$ cat config.mk
export PLATFORM = sky130hd
export DESIGN_NAME = sync_serial_port
export DESIGN_NICKNAME = d
export VERILOG_FILES = /design/src/sync_serial_pkg.sv /design/src/fifo_buffer.sv /design/src/sync_serial_port.sv
export SDC_FILE = /design/constraint.sdc
export NUM_CORES = 1
export LEC_CHECK = 0
export ABC_AREA = 0
export BUFFER_PORTS_ARGS = -buffer_cell sky130_fd_sc_hd__buf_2
export CELL_PAD_IN_SITES_DETAIL_PLACEMENT = 1
export CELL_PAD_IN_SITES_GLOBAL_PLACEMENT = 1
export CORE_MARGIN = 2
export CORE_UTILIZATION = 46
export CTS_CLUSTER_DIAMETER = 60
export DETAILED_ROUTE_END_ITERATION = 6
export GPL_ROUTABILITY_DRIVEN = 0
export PLACE_DENSITY = 0.78
export SLEW_MARGIN = 30
export SYNTH_ARGS = -nofsm -noshare
export SYNTH_HDL_FRONTEND = slang
export SYNTH_SLANG_ARGS = --single-unit
$ cat constraint.sdc
create_clock -name ref_clk -period 4.9 [get_ports ref_clk]
set_input_delay 0.735 -clock ref_clk [delete_from_list [all_inputs] [get_ports ref_clk]]
set_output_delay 0.735 -clock ref_clk [all_outputs]
set_load 0.01 [all_outputs]
$ cat src/sync_serial_pkg.sv
// Register map, field positions, reset values and timing counts of the serial port.
`default_nettype none
package sync_serial_pkg;
    localparam logic [7:0] CTRL_ADDR   = 8'hF0;
    localparam logic [7:0] DATA_ADDR   = 8'hF4;
    localparam logic [7:0] STAT_ADDR   = 8'hF8;
    localparam int         CTRL_SRC    = 7;
    localparam int         CTRL_LSB    = 6;
    localparam int         CTRL_TXRX   = 5;
    localparam int         CTRL_EDGE   = 4;
    localparam int         CTRL_START  = 3;
    localparam int         CTRL_EN     = 2;
    localparam int         CTRL_IE     = 1;
    localparam int         CTRL_PEND   = 0;
    localparam logic [7:0] CTRL_RESET  = 8'h80;
    localparam int         STAT_BUSY   = 7;
    localparam int         STAT_FULL   = 6;
    localparam int         STAT_EMPTY  = 5;
    localparam int         DATA_W      = 8;
    localparam int         FIFO_DEPTH  = 16;
    localparam int         HALF_CYC    = 4;
    typedef enum logic {
        IDLE  = 1'b0,
        SHIFT = 1'b1
    } state_e;
endpackage : sync_serial_pkg
`default_nettype wire

$ cat src/fifo_buffer.sv
// Synchronous FIFO with valid/ready on both sides.
`default_nettype none
module fifo_buffer #(
    parameter int WIDTH = 8,
    parameter int DEPTH = 16,
    parameter int CW    = $clog2(DEPTH) + 1
) (
    input  wire logic             clk,
    input  wire logic             reset_n,
    input  wire logic             inValid,
    output logic                  inReady,
    input  wire logic [WIDTH-1:0] inData,
    output logic                  outValid,
    input  wire logic             outReady,
    output logic      [WIDTH-1:0] outData,
    output logic      [CW-1:0]    count
);
    localparam int PW = $clog2(DEPTH);

    logic [WIDTH-1:0] mem [DEPTH];
    logic [PW-1:0]    wr_q;
    logic [PW-1:0]    wr_d;
    logic [PW-1:0]    rd_q;
    logic [PW-1:0]    rd_d;
    logic [CW-1:0]    cnt_q;
    logic [CW-1:0]    cnt_d;
    logic             push;
    logic             pop;

    always_comb begin
        inReady  = cnt_q != CW'(DEPTH);
        outValid = cnt_q != '0;
        outData  = mem[rd_q];
        count    = cnt_q;
        push     = inValid && inReady;
        pop      = outReady && outValid;
        wr_d     = push ? PW'(wr_q + 1'b1) : wr_q;
        rd_d     = pop ? PW'(rd_q + 1'b1) : rd_q;
        cnt_d    = CW'(cnt_q + CW'(push) - CW'(pop));
    end

    always_ff @(posedge clk or negedge reset_n) begin
        if (!reset_n) begin
            wr_q  <= '0;
            rd_q  <= '0;
            cnt_q <= '0;
        end else begin
            wr_q  <= wr_d;
            rd_q  <= rd_d;
            cnt_q <= cnt_d;
        end
    end

    always_ff @(posedge clk) begin
        if (push) begin
            mem[wr_q] <= inData;
        end
    end
endmodule : fifo_buffer
`default_nettype wire

$ cat src/sync_serial_port.sv
// Synchronous serial port with APB control, status and receive FIFO.
// How it works
// - Bit 7 picks the shift clock: internal divider or the external pin.
// - Bit 6 picks bit order, MSB first at 0, LSB first at 1.
// - Bit 5 picks receive-only at 0, transmit and receive at 1.
// - Bit 4 at 0: output changes on falling, input sampled on rising edges.
// - Bit 4 at 1: output changes on rising, input sampled on falling edges.
// - Writing 1 to bit 3 clears the 3-bit counter and starts shifting, unless the receive FIFO is full.
// - Bit 2 at 0 freezes the shifter and its counter.
// - Bit 1 lets the pending flag raise the interrupt request.
`default_nettype none
module sync_serial_port
    import sync_serial_pkg::*;
#(
    parameter int HALF = HALF_CYC,
    parameter int DEPTH = FIFO_DEPTH
) (
    input  wire logic        ref_clk,
    input  wire logic        reset_n,
    input  wire logic [7:0]  paddr,
    input  wire logic        psel,
    input  wire logic        penable,
    input  wire logic        pwrite,
    input  wire logic [31:0] pwdata,
    output logic      [31:0] prdata,
    output logic             pready,
    output logic             pslverr,
    input  wire logic        sckIn,
    output logic             sckOut,
    output logic             sckOe,
    input  wire logic        sdi,
    output logic             sdo,
    output logic             irq
);
    localparam int CW = $clog2(DEPTH) + 1;

    state_e      state_q;
    state_e      state_d;
    logic [7:0]  ctrl_q;
    logic [7:0]  ctrl_d;
    logic [7:0]  txData_q;
    logic [7:0]  txData_d;
    logic [7:0]  sh_q;
    logic [7:0]  sh_d;
    logic [2:0]  bitCnt_q;
    logic [2:0]  bitCnt_d;
    logic [7:0]  div_q;
    logic [7:0]  div_d;
    logic        sdo_q;
    logic        sdo_d;
    logic        sckOut_q;
    logic        sckOut_d;
    logic        sckOe_q;
    logic        sckOe_d;
    logic        irq_q;
    logic        irq_d;
    logic        sck1_q;
    logic        sck2_q;
    logic        sdi1_q;
    logic        sdi2_q;
    logic        sckPrev_q;
    logic [31:0] prdata_q;
    logic [31:0] prdata_d;
    logic        pready_q;
    logic        pready_d;
    logic        pslverr_q;
    logic        pslverr_d;
    logic        wrAcc;
    logic        rdAcc;
    logic        setup;
    logic        ctrlWr;
    logic        startW;
    logic        lvl;
    logic        rise;
    logic        fall;
    logic        run;
    logic        rxEdge;
    logic        txEdge;
    logic        done;
    logic        lsb;
    logic        fifoReady;
    logic        fifoValid;
    logic [7:0]  fifoData;
    logic [CW-1:0] fifoCnt;

    fifo_buffer #(
        .WIDTH (DATA_W),
        .DEPTH (DEPTH),
        .CW    (CW)
    ) u_rx_fifo (
        .clk      (ref_clk),
        .reset_n  (reset_n),
        .inValid  (done),
        .inReady  (fifoReady),
        .inData   (sh_d),
        .outValid (fifoValid),
        .outReady (rdAcc && paddr == DATA_ADDR),
        .outData  (fifoData),
        .count    (fifoCnt)
    );

    // Bus decode and shift clock edge detection.
    always_comb begin
        setup  = psel && !penable;
        wrAcc  = psel && penable && pready_q && pwrite;
        rdAcc  = psel && penable && pready_q && !pwrite;
        ctrlWr = wrAcc && paddr == CTRL_ADDR;
        startW = ctrlWr && pwdata[CTRL_START];
        lvl    = ctrl_q[CTRL_SRC] ? sck2_q : sckOut_q;
        rise   = lvl && !sckPrev_q;
        fall   = !lvl && sckPrev_q;
        run    = state_q == SHIFT && ctrl_q[CTRL_EN];
        rxEdge = run && (ctrl_q[CTRL_EDGE] ? fall : rise);
        txEdge = run && (ctrl_q[CTRL_EDGE] ? rise : fall);
        done   = rxEdge && bitCnt_q == 3'h7;
    end

    // Control register; a completion in the same cycle beats a clear.
    always_comb begin
        ctrl_d   = ctrl_q;
        txData_d = txData_q;
        if (ctrlWr) begin
            ctrl_d[7:1] = pwdata[7:1];
            ctrl_d[CTRL_START] = 1'b0;
            if (!pwdata[CTRL_PEND]) begin
                ctrl_d[CTRL_PEND] = 1'b0;
            end
        end
        if (done) begin
            ctrl_d[CTRL_PEND] = 1'b1;
        end
        if (wrAcc && paddr == DATA_ADDR) begin
            txData_d = pwdata[7:0];
        end
        irq_d   = ctrl_d[CTRL_PEND] && ctrl_d[CTRL_IE];
        sckOe_d = !ctrl_d[CTRL_SRC];
    end

    // Shifter, bit counter and output data line.
    always_comb begin
        state_d  = state_q;
        sh_d     = sh_q;
        bitCnt_d = bitCnt_q;
        sdo_d    = sdo_q;
        lsb      = ctrl_d[CTRL_LSB];
        if (rxEdge) begin
            bitCnt_d = 3'(bitCnt_q + 3'h1);
            sh_d = lsb ? {sdi2_q, sh_q[7:1]} : {sh_q[6:0], sdi2_q};
            if (done) begin
                state_d = IDLE;
            end
        end
        if (txEdge) begin
            sdo_d = lsb ? sh_q[0] : sh_q[7];
        end
        // A start is refused while the receive FIFO has no room.
        if (startW && fifoReady) begin
            state_d  = SHIFT;
            bitCnt_d = 3'h0;
            sh_d     = txData_q;
            sdo_d    = lsb ? txData_q[0] : txData_q[7];
        end
        if (!ctrl_d[CTRL_TXRX]) begin
            sdo_d = 1'b1;
        end
    end

    // Internal shift clock: sixteen half periods per byte, idle at the sample level.
    always_comb begin
        div_d    = 8'h00;
        sckOut_d = sckOut_q;
        if (state_q == IDLE) begin
            sckOut_d = !ctrl_q[CTRL_EDGE];
        end else if (ctrl_q[CTRL_EN] && !ctrl_q[CTRL_SRC]) begin
            if (div_q == 8'(HALF - 1)) begin
                sckOut_d = !sckOut_q;
            end else begin
                div_d = 8'(div_q + 8'h01);
            end
        end else begin
            div_d = div_q;
        end
    end

    // APB slave: one wait-free access phase, reads captured in setup.
    always_comb begin
        pready_d  = setup;
        pslverr_d = setup && paddr != CTRL_ADDR && paddr != DATA_ADDR
                    && paddr != STAT_ADDR;
        prdata_d  = 32'h0000_0000;
        if (setup) begin
            unique case (paddr)
                CTRL_ADDR: prdata_d[7:0] = ctrl_q;
                DATA_ADDR: prdata_d[7:0] = fifoValid ? fifoData : 8'h00;
                STAT_ADDR: begin
                    prdata_d[STAT_BUSY]  = state_q == SHIFT;
                    prdata_d[STAT_FULL]  = !fifoReady;
                    prdata_d[STAT_EMPTY] = !fifoValid;
                    prdata_d[4:0]        = 5'(fifoCnt);
                end
                default: prdata_d = 32'h0000_0000;
            endcase
        end
    end

    always_ff @(posedge ref_clk or negedge reset_n) begin
        if (!reset_n) begin
            state_q   <= IDLE;
            ctrl_q    <= CTRL_RESET;
            txData_q  <= 8'h00;
            sh_q      <= 8'h00;
            bitCnt_q  <= 3'h0;
            div_q     <= 8'h00;
            sdo_q     <= 1'b1;
            sckOut_q  <= 1'b1;
            sckOe_q   <= 1'b0;
            irq_q     <= 1'b0;
            sck1_q    <= 1'b1;
            sck2_q    <= 1'b1;
            sdi1_q    <= 1'b1;
            sdi2_q    <= 1'b1;
            sckPrev_q <= 1'b1;
            prdata_q  <= 32'h0000_0000;
            pready_q  <= 1'b0;
            pslverr_q <= 1'b0;
        end else begin
            state_q   <= state_d;
            ctrl_q    <= ctrl_d;
            txData_q  <= txData_d;
            sh_q      <= sh_d;
            bitCnt_q  <= bitCnt_d;
            div_q     <= div_d;
            sdo_q     <= sdo_d;
            sckOut_q  <= sckOut_d;
            sckOe_q   <= sckOe_d;
            irq_q     <= irq_d;
            sck1_q    <= sckIn;
            sck2_q    <= sck1_q;
            sdi1_q    <= sdi;
            sdi2_q    <= sdi1_q;
            sckPrev_q <= lvl;
            prdata_q  <= prdata_d;
            pready_q  <= pready_d;
            pslverr_q <= pslverr_d;
        end
    end

    always_comb begin
        prdata  = prdata_q;
        pready  = pready_q;
        pslverr = pslverr_q;
        sckOut  = sckOut_q;
        sckOe   = sckOe_q;
        sdo     = sdo_q;
        irq     = irq_q;
    end
endmodule : sync_serial_port
`default_nettype wire

### After elaboration in Yosys (flattened, before gate mapping)

Memory sizes are Yosys's and may differ from the RTL's.
Cells that the tools add are included.

* add/sub/neg operators: 6
* reduce and logical (&&, ||, !) cells: 38
* equality and inequality tests: 12
* muxes and demuxes: 30

Operators with widths (number)
* $mux W8: 9
* $eq A8 B8 Y1 const B: 3
* $ne A8 B8 Y1 const B: 3
* $pmux W8 S3: 1
* $logic_and A1 B1 Y1: 23
* $mux W1: 18
* $logic_not A1 Y1: 10
* $add A4 B1 Y4 const B: 2
* $add A8 B1 Y8 const B: 1
* $eq A8 B2 Y1 const B: 1
* $mux W3: 2
* $add A5 B1 Y5: 1
* $ne A5 B5 Y1 const B: 1
* $reduce_bool A5 Y1: 1
* $sub A5 B1 Y5: 1
* $ne A2 B1 Y1 const B: 2
* $reduce_and A2 Y1: 2
* $reduce_bool A2 Y1: 2
* $add A3 B1 Y3 const B: 1
* $eq A3 B3 Y1 const B: 1
* $ne A3 B1 Y1 const B: 1

* bits in writable memories: 128
* output and inout port bits: 38
* register bits: 67
* logic and storage cells: 109
* memories: 1
* input port bits: 47

Memories
* u_rx_fifo.mem: words 16, width 8, rd ports 1, clocked after memory_dff 0, write ports 1, line fifo_buffer.sv:20 `logic [WIDTH-1:0] mem [DEPTH];`

### Longest topological paths before layout

* word-level depth: 9
* gate-level depth with buffers: 15
* depth with buffers taken out: 15

### Cells and area by module

Synthesis repeated with hierarchy kept, for this count alone.

* cell total of the unflattened synthesis: 577
* area, all modules: 8538.2 um^2

By module, submodules not included
* fifo_buffer: cells an instance 321, area an instance 5748.0 um^2, seq. area each 4169.0 um^2, times used 1
* sync_serial_port: cells an instance 256, area an instance 2790.2 um^2, seq. area each 1361.3 um^2, times used 1

### Least setup slack after synthesis

No wires, ideal clock.

* kind: input port to flip-flop
* start point: in paddr[3]
* end point: mem u_rx_fifo.mem[0][6] (data pin)
* stages on the path: 8
* arrival time: 3.132 ns
* required time: 4.551 ns
* setup slack: 1.420 ns
* setup time: 0.349 ns
* buffers on the path: 2
* path through: buf_6 or3b_1 or4_1 buf_6 mux2i_4 inv_2 mux2i_1 a211oi_1

* longest elaborated chain between the ends: 6
* elaborated cells between the ends (all ways): 8
* classes of those cells: eq/ne: 1; mux: 4; reduce/logical: 3

RTL lines
* start, declared: line sync_serial_port.sv:20 `input wire logic [7:0] paddr,`
* $eq A8 B8 Y1: line sync_serial_port.sv:107 `ctrlWr = wrAcc && paddr == CTRL_ADDR;`
* $logic_and A1 B1 Y1: line sync_serial_port.sv:107
* $mux W8: line sync_serial_port.sv:122 `if (ctrlWr) begin`
* via ctrl_d[6]: line sync_serial_port.sv:40 `logic [7:0] ctrl_d;`
* $mux W8: line sync_serial_port.sv:148 `sh_d = lsb ? {sdi2_q, sh_q[7:1]} : {sh_q[6:0], sdi2_q};`
* $mux W8: line sync_serial_port.sv:146 `if (rxEdge) begin`
* $mux W8: line sync_serial_port.sv:157 `if (startW && fifoReady) begin`
* via sh_d[6]: line sync_serial_port.sv:44 `logic [7:0] sh_d;`
* end, declared: line fifo_buffer.sv:20

The timed path passes the listed nets, and every way through them passes these cells.

### Worst setup path in the final report

* start point: in paddr[3]
* end point: mem u_rx_fifo.mem[7][5] (data pin)

* longest elaborated chain between the ends: 6
* elaborated cells between the ends (all ways): 8
* classes of those cells: eq/ne: 1; mux: 4; reduce/logical: 3

RTL lines (line)
* $eq A8 B8 Y1 (*): sync_serial_port.sv:107
* $logic_and A1 B1 Y1 (*): sync_serial_port.sv:107
* $mux W8: sync_serial_port.sv:122
* $mux W8: sync_serial_port.sv:148
* $mux W8: sync_serial_port.sv:146
* $mux W8 (*): sync_serial_port.sv:157
* via sh_d[5]: sync_serial_port.sv:44

Mark *: on every way through the listed nets, which the timed path passes. The rest lies on a longest branch.

==> flow_summary.html <==
<table>
<tr><th>Metric</th><th>Value</th></tr>
<tr><th colspan="2">Timing</th></tr>
<tr><td>Unrepaired setup endpoints after global routing</td><td>false</td></tr>
<tr><td>Final slew viol count</td><td>0</td></tr>
<tr><td>Final hold viol count</td><td>0</td></tr>
<tr><td>Share of the clock period used by the worst path after layout</td><td>66.8%</td></tr>
<tr><td>Remaining max-slew budget at the tightest pin</td><td>37.1%</td></tr>
<tr><td>Count of endpoints failing setup in the final report</td><td>0</td></tr>
<tr><td>Post-route clock skew</td><td>11.5 ps</td></tr>
<tr><td>Total negative setup slack</td><td>0 ps</td></tr>
<tr><td>Final worst slack</td><td>1630 ps</td></tr>
<tr><td>Fmax achieved</td><td>0.305 GHz</td></tr>
<tr><td>Shortest period the worst path allows</td><td>3270 ps</td></tr>
<tr><td>Pin slew with the least headroom to its limit</td><td>944 ps</td></tr>
<tr><td>Final Hold Slack</td><td>301 ps</td></tr>
<tr><th colspan="2">Critical path</th></tr>
<tr><td>Critical path arrival</td><td>3400 ps</td></tr>
<tr><td>Crit Path Max Fanout</td><td>17</td></tr>
<tr><td>Required time of the critical path</td><td>5020 ps</td></tr>
<tr><td>Endpoint class of the critical path</td><td>flop</td></tr>
<tr><td>Launching element type of the critical path</td><td>input port</td></tr>
<tr><td>Worst reg2reg path depth</td><td>12</td></tr>
<tr><td>Category of the critical setup timing path</td><td>input port to flop</td></tr>
<tr><th colspan="2">GRT</th></tr>
<tr><td>Total global routing track utilization</td><td>20.3%</td></tr>
<tr><td>Global-route wire length before repair</td><td>29400 um</td></tr>
<tr><td>Vias in the first global route</td><td>4979</td></tr>
<tr><td>Total gr overflow</td><td>0</td></tr>
<tr><td>Antenna violations before repair</td><td>0</td></tr>
<tr><td>Maximum number of pins on one net before global-route repair</td><td>45</td></tr>
<tr><th colspan="2">Power and ir drop</th></tr>
<tr><td>Leakage power</td><td>0.00386 uW</td></tr>
<tr><td>Switching share of power</td><td>21.8%</td></tr>
<tr><td>Maximum ir drop on the vdd rail</td><td>262 uV</td></tr>
<tr><td>Part of the total power dissipated in sequential elements</td><td>55.3%</td></tr>
<tr><td>Sw power</td><td>692 uW</td></tr>
<tr><td>Relative contribution of combinational cells to total power</td><td>2.0%</td></tr>
<tr><td>Clock Power Share</td><td>42.7%</td></tr>
<tr><td>Pint</td><td>2480 uW</td></tr>
<tr><td>Cell Pwr Density</td><td>338 mW/mm^2</td></tr>
<tr><th colspan="2">Final layout</th></tr>
<tr><td>Area added between synthesis and finish</td><td>11.3%</td></tr>
<tr><td>Top library cells by usage in the layout, fill and taps aside</td><td>sky130_fd_sc_hd__edfxtp_1 (128), sky130_fd_sc_hd__dfrtp_1 (58), sky130_fd_sc_hd__buf_2 (36)</td></tr>
<tr><td>Number of nets in the finished design</td><td>639</td></tr>
<tr><td>Post-Layout Cell Count</td><td>819</td></tr>
<tr><td>Share of post-route cells with drive strength above 1</td><td>26.8%</td></tr>
<tr><td>Final design utilization</td><td>52.3%</td></tr>
<tr><td>Diodes inserted</td><td>0</td></tr>
<tr><td>Most common library cell in the layout ignoring fill and taps</td><td>sky130_fd_sc_hd__edfxtp_1</td></tr>
<tr><th colspan="2">Synth</th></tr>
<tr><td>Share of the synthesized area in the top cell type</td><td>45.5%</td></tr>
<tr><td>Post-Syn Instances</td><td>532</td></tr>
<tr><td>Share of the yosys chip area belonging to registers</td><td>65.5%</td></tr>
<tr><td>Primary FF master, synth</td><td>sky130_fd_sc_hd__edfxtp_1</td></tr>
<tr><td>Synthesized area per cell</td><td>15.9 sq um</td></tr>
<tr><td>Leading area contributor after synthesis</td><td>sky130_fd_sc_hd__edfxtp_1</td></tr>
<tr><td>Number of enable-type register cells in the synthesized netlist</td><td>128</td></tr>
<tr><td>Synthesized flop and latch total</td><td>195</td></tr>
<tr><td>Yosys warning total</td><td>0</td></tr>
<tr><td>Area contributors post-synth</td><td>sky130_fd_sc_hd__edfxtp_1 (46%), sky130_fd_sc_hd__dfrtp_1 (17%), sky130_fd_sc_hd__mux4_2 (8.5%)</td></tr>
<tr><td>Total standard cell area after synthesis</td><td>0.00844 sq mm</td></tr>
<tr><td>Fraction of registers with async set or reset after synthesis</td><td>34.4%</td></tr>
<tr><td>Cell variety after synth</td><td>51</td></tr>
<tr><th colspan="2">Die</th></tr>
<tr><td>Die width</td><td>139 um</td></tr>
<tr><td>Starting density of the core</td><td>47.0%</td></tr>
<tr><td>Site row count</td><td>49</td></tr>
<tr><td>Overall die area</td><td>0.0195 sq mm</td></tr>
<tr><td>Vertical extent of the die</td><td>139 um</td></tr>
<tr><td>Core Footprint</td><td>0.0180 sq mm</td></tr>
<tr><td>I/O pin total</td><td>85</td></tr>
<tr><th colspan="2">Clock network</th></tr>
<tr><td>Clock tree buffer depth</td><td>2</td></tr>
<tr><td>Hold bufs inserted after CTS</td><td>0</td></tr>
<tr><td>Buffer count from post-CTS setup fixing</td><td>0</td></tr>
<tr><td>Root Buffer Master</td><td>sky130_fd_sc_hd__clkbuf_16</td></tr>
<tr><td>CTS clk-pin slew, worst paths</td><td>70 ps</td></tr>
<tr><td>Number of buffers created by CTS</td><td>17</td></tr>
<tr><td>Clock sink total</td><td>195</td></tr>
<tr><td>TritonCTS clock tree</td><td>yes</td></tr>
<tr><td>Clock Latency Late Sink</td><td>440 ps</td></tr>
<tr><td>H-tree depth reported by CTS</td><td>4</td></tr>
<tr><td>Post-cts resize count</td><td>0</td></tr>
<tr><th colspan="2">Drt</th></tr>
<tr><td>Remaining design rule violation count</td><td>0</td></tr>
<tr><td>Via count</td><td>4647</td></tr>
<tr><td>Iteration count of the initial detailed-routing pass</td><td>4</td></tr>
<tr><td>Total routed wirelength</td><td>18700 um</td></tr>
<tr><td>Initial DRC Count</td><td>436</td></tr>
<tr><td>Antenna-violating nets left</td><td>0</td></tr>
<tr><td>Amount of wire on met3 after detailed routing</td><td>871 um</td></tr>
<tr><td>Routed len/inst</td><td>22.9 um</td></tr>
<tr><td>Top metal layer carrying routed signals</td><td>met4</td></tr>
<tr><td>Met2 wire length</td><td>9450 um</td></tr>
<tr><td>Vias per Instance</td><td>5.67</td></tr>
<tr><td>Wire length on met1</td><td>8170 um</td></tr>
<tr><th colspan="2">Hold path</th></tr>
<tr><td>Kind of path behind the tightest hold check</td><td>input port to async pin</td></tr>
<tr><th colspan="2">Placement</th></tr>
<tr><td>Placed Cells incl. Taps</td><td>787</td></tr>
<tr><td>DP Wirelength</td><td>12900 um</td></tr>
<tr><td>Worst slack at placement</td><td>948 ps</td></tr>
<tr><td>Count of port buffers added during placement</td><td>36</td></tr>
<tr><th colspan="2">Flow run</th></tr>
<tr><td>Reported max-cap violation count</td><td>0</td></tr>
<tr><th colspan="2">Outcome</th></tr>
<tr><td>Outcome</td><td>finished, final reports clean</td></tr>
</table>
## flip-flops by register name, summed over array words and instances, names as in the netlist, 3 cells and up
register         count
prdata               8
u_rx_fifo.mem      128
bitCnt_q             3
u_rx_fifo.rd_q       4
ctrl_q               7
u_rx_fifo.wr_q       4
sh_q                 8
txData_q             8
u_rx_fifo.count      5
div_q                8
## worst max-delay path, stage by stage
cell and delay [ps]:
sky130_fd_sc_hd__buf_2 190, sky130_fd_sc_hd__or3b_1 420, sky130_fd_sc_hd__or4_1 640, sky130_fd_sc_hd__mux2i_4 430
sky130_fd_sc_hd__mux2i_1 200, sky130_fd_sc_hd__a211oi_4 760
## path summary, 6_finish.rpt
path	start	end	slack, ps
min	reset_n	u_rx_fifo.rd_q[3]	300
max reg2reg	ctrl_q[7]	u_rx_fifo.count[4]	1650
max in group asynchronous	reset_n	ctrl_q[6]	3590
min in group ref_clk	sdi1_q	sdi2_q	360
max	paddr[3]	u_rx_fifo.mem[7][5]	1630
min reg2reg	sdi1_q	sdi2_q	360
## synthesized netlist by cell type (all sizes together), types with 2 or more instances
cell type and n:
mux2 21, mux4 32, o41ai 2, and2 18
o21ai 3, clkbuf 11, dfrtp 59, nor3 10
nand3 4, nor4 3, or3 4, nand2 18
nand3b 2, a21oi 17, nor2b 8, nand4 6
and3 2, or2 5, and3b 2, nor2 20
edfxtp 128, mux2i 33, ha 14, buf 34
nand2b 6, a21o 2, inv 16, dfstp 8
nand4bb 2, xnor2 12, o22ai 7, a211oi 8
xor2 5
## through the flow
step	total power, uW	instance area (sq um)
final	3180	9400
after global routing	3260	9400
after CTS	3190	9390
after detailed placement	1850	8810
after global placement	1850	8810
after floorplan	1830	8530
## power by group through the flow
| stage | clock, uW | sequential (uW) | combinational [uW] |
|---|---|---|---|
| after detailed placement | 0 | 1790 | 62.7 |
| after CTS | 1370 | 1760 | 63.4 |
| final | 1350 | 1760 | 63.3 |
| after floorplan | 0 | 1790 | 45.5 |
| after global placement | 0 | 1790 | 59.8 |
| after global routing | 1430 | 1760 | 69.9 |
## per-layer routing
metal | vias to the layer above | track usage (%)
met2 | 139 | 33.6
li1 | 2036 | -
met3 | 20 | 4.27
met5 | - | 0
met4 | 0 | 6.22
met1 | 2452 | 27.3
## cell families after synthesis
kind of cell / synth area share, %
xor gates and xnor gates: 1.76
other: 0.0444
buffers and inverters: 4.02
DFF: 65.5
and+or+nand+nor: 7.42
adders and majority gates: 2.31
AOI/OAI and AO/OA: 3.54
muxes: 15.4
## area by class of cell
class,instances,area [sq um]
multi-input cells,299,2680
flip-flops and latches,195,5530
clock inverters,15,146
fillers,1726,8560
inverters,16,60.1
well taps,229,287
repair buffers,48,270
clock buffers,17,425
No activity file was read; power rests on OpenSTA's default activity.
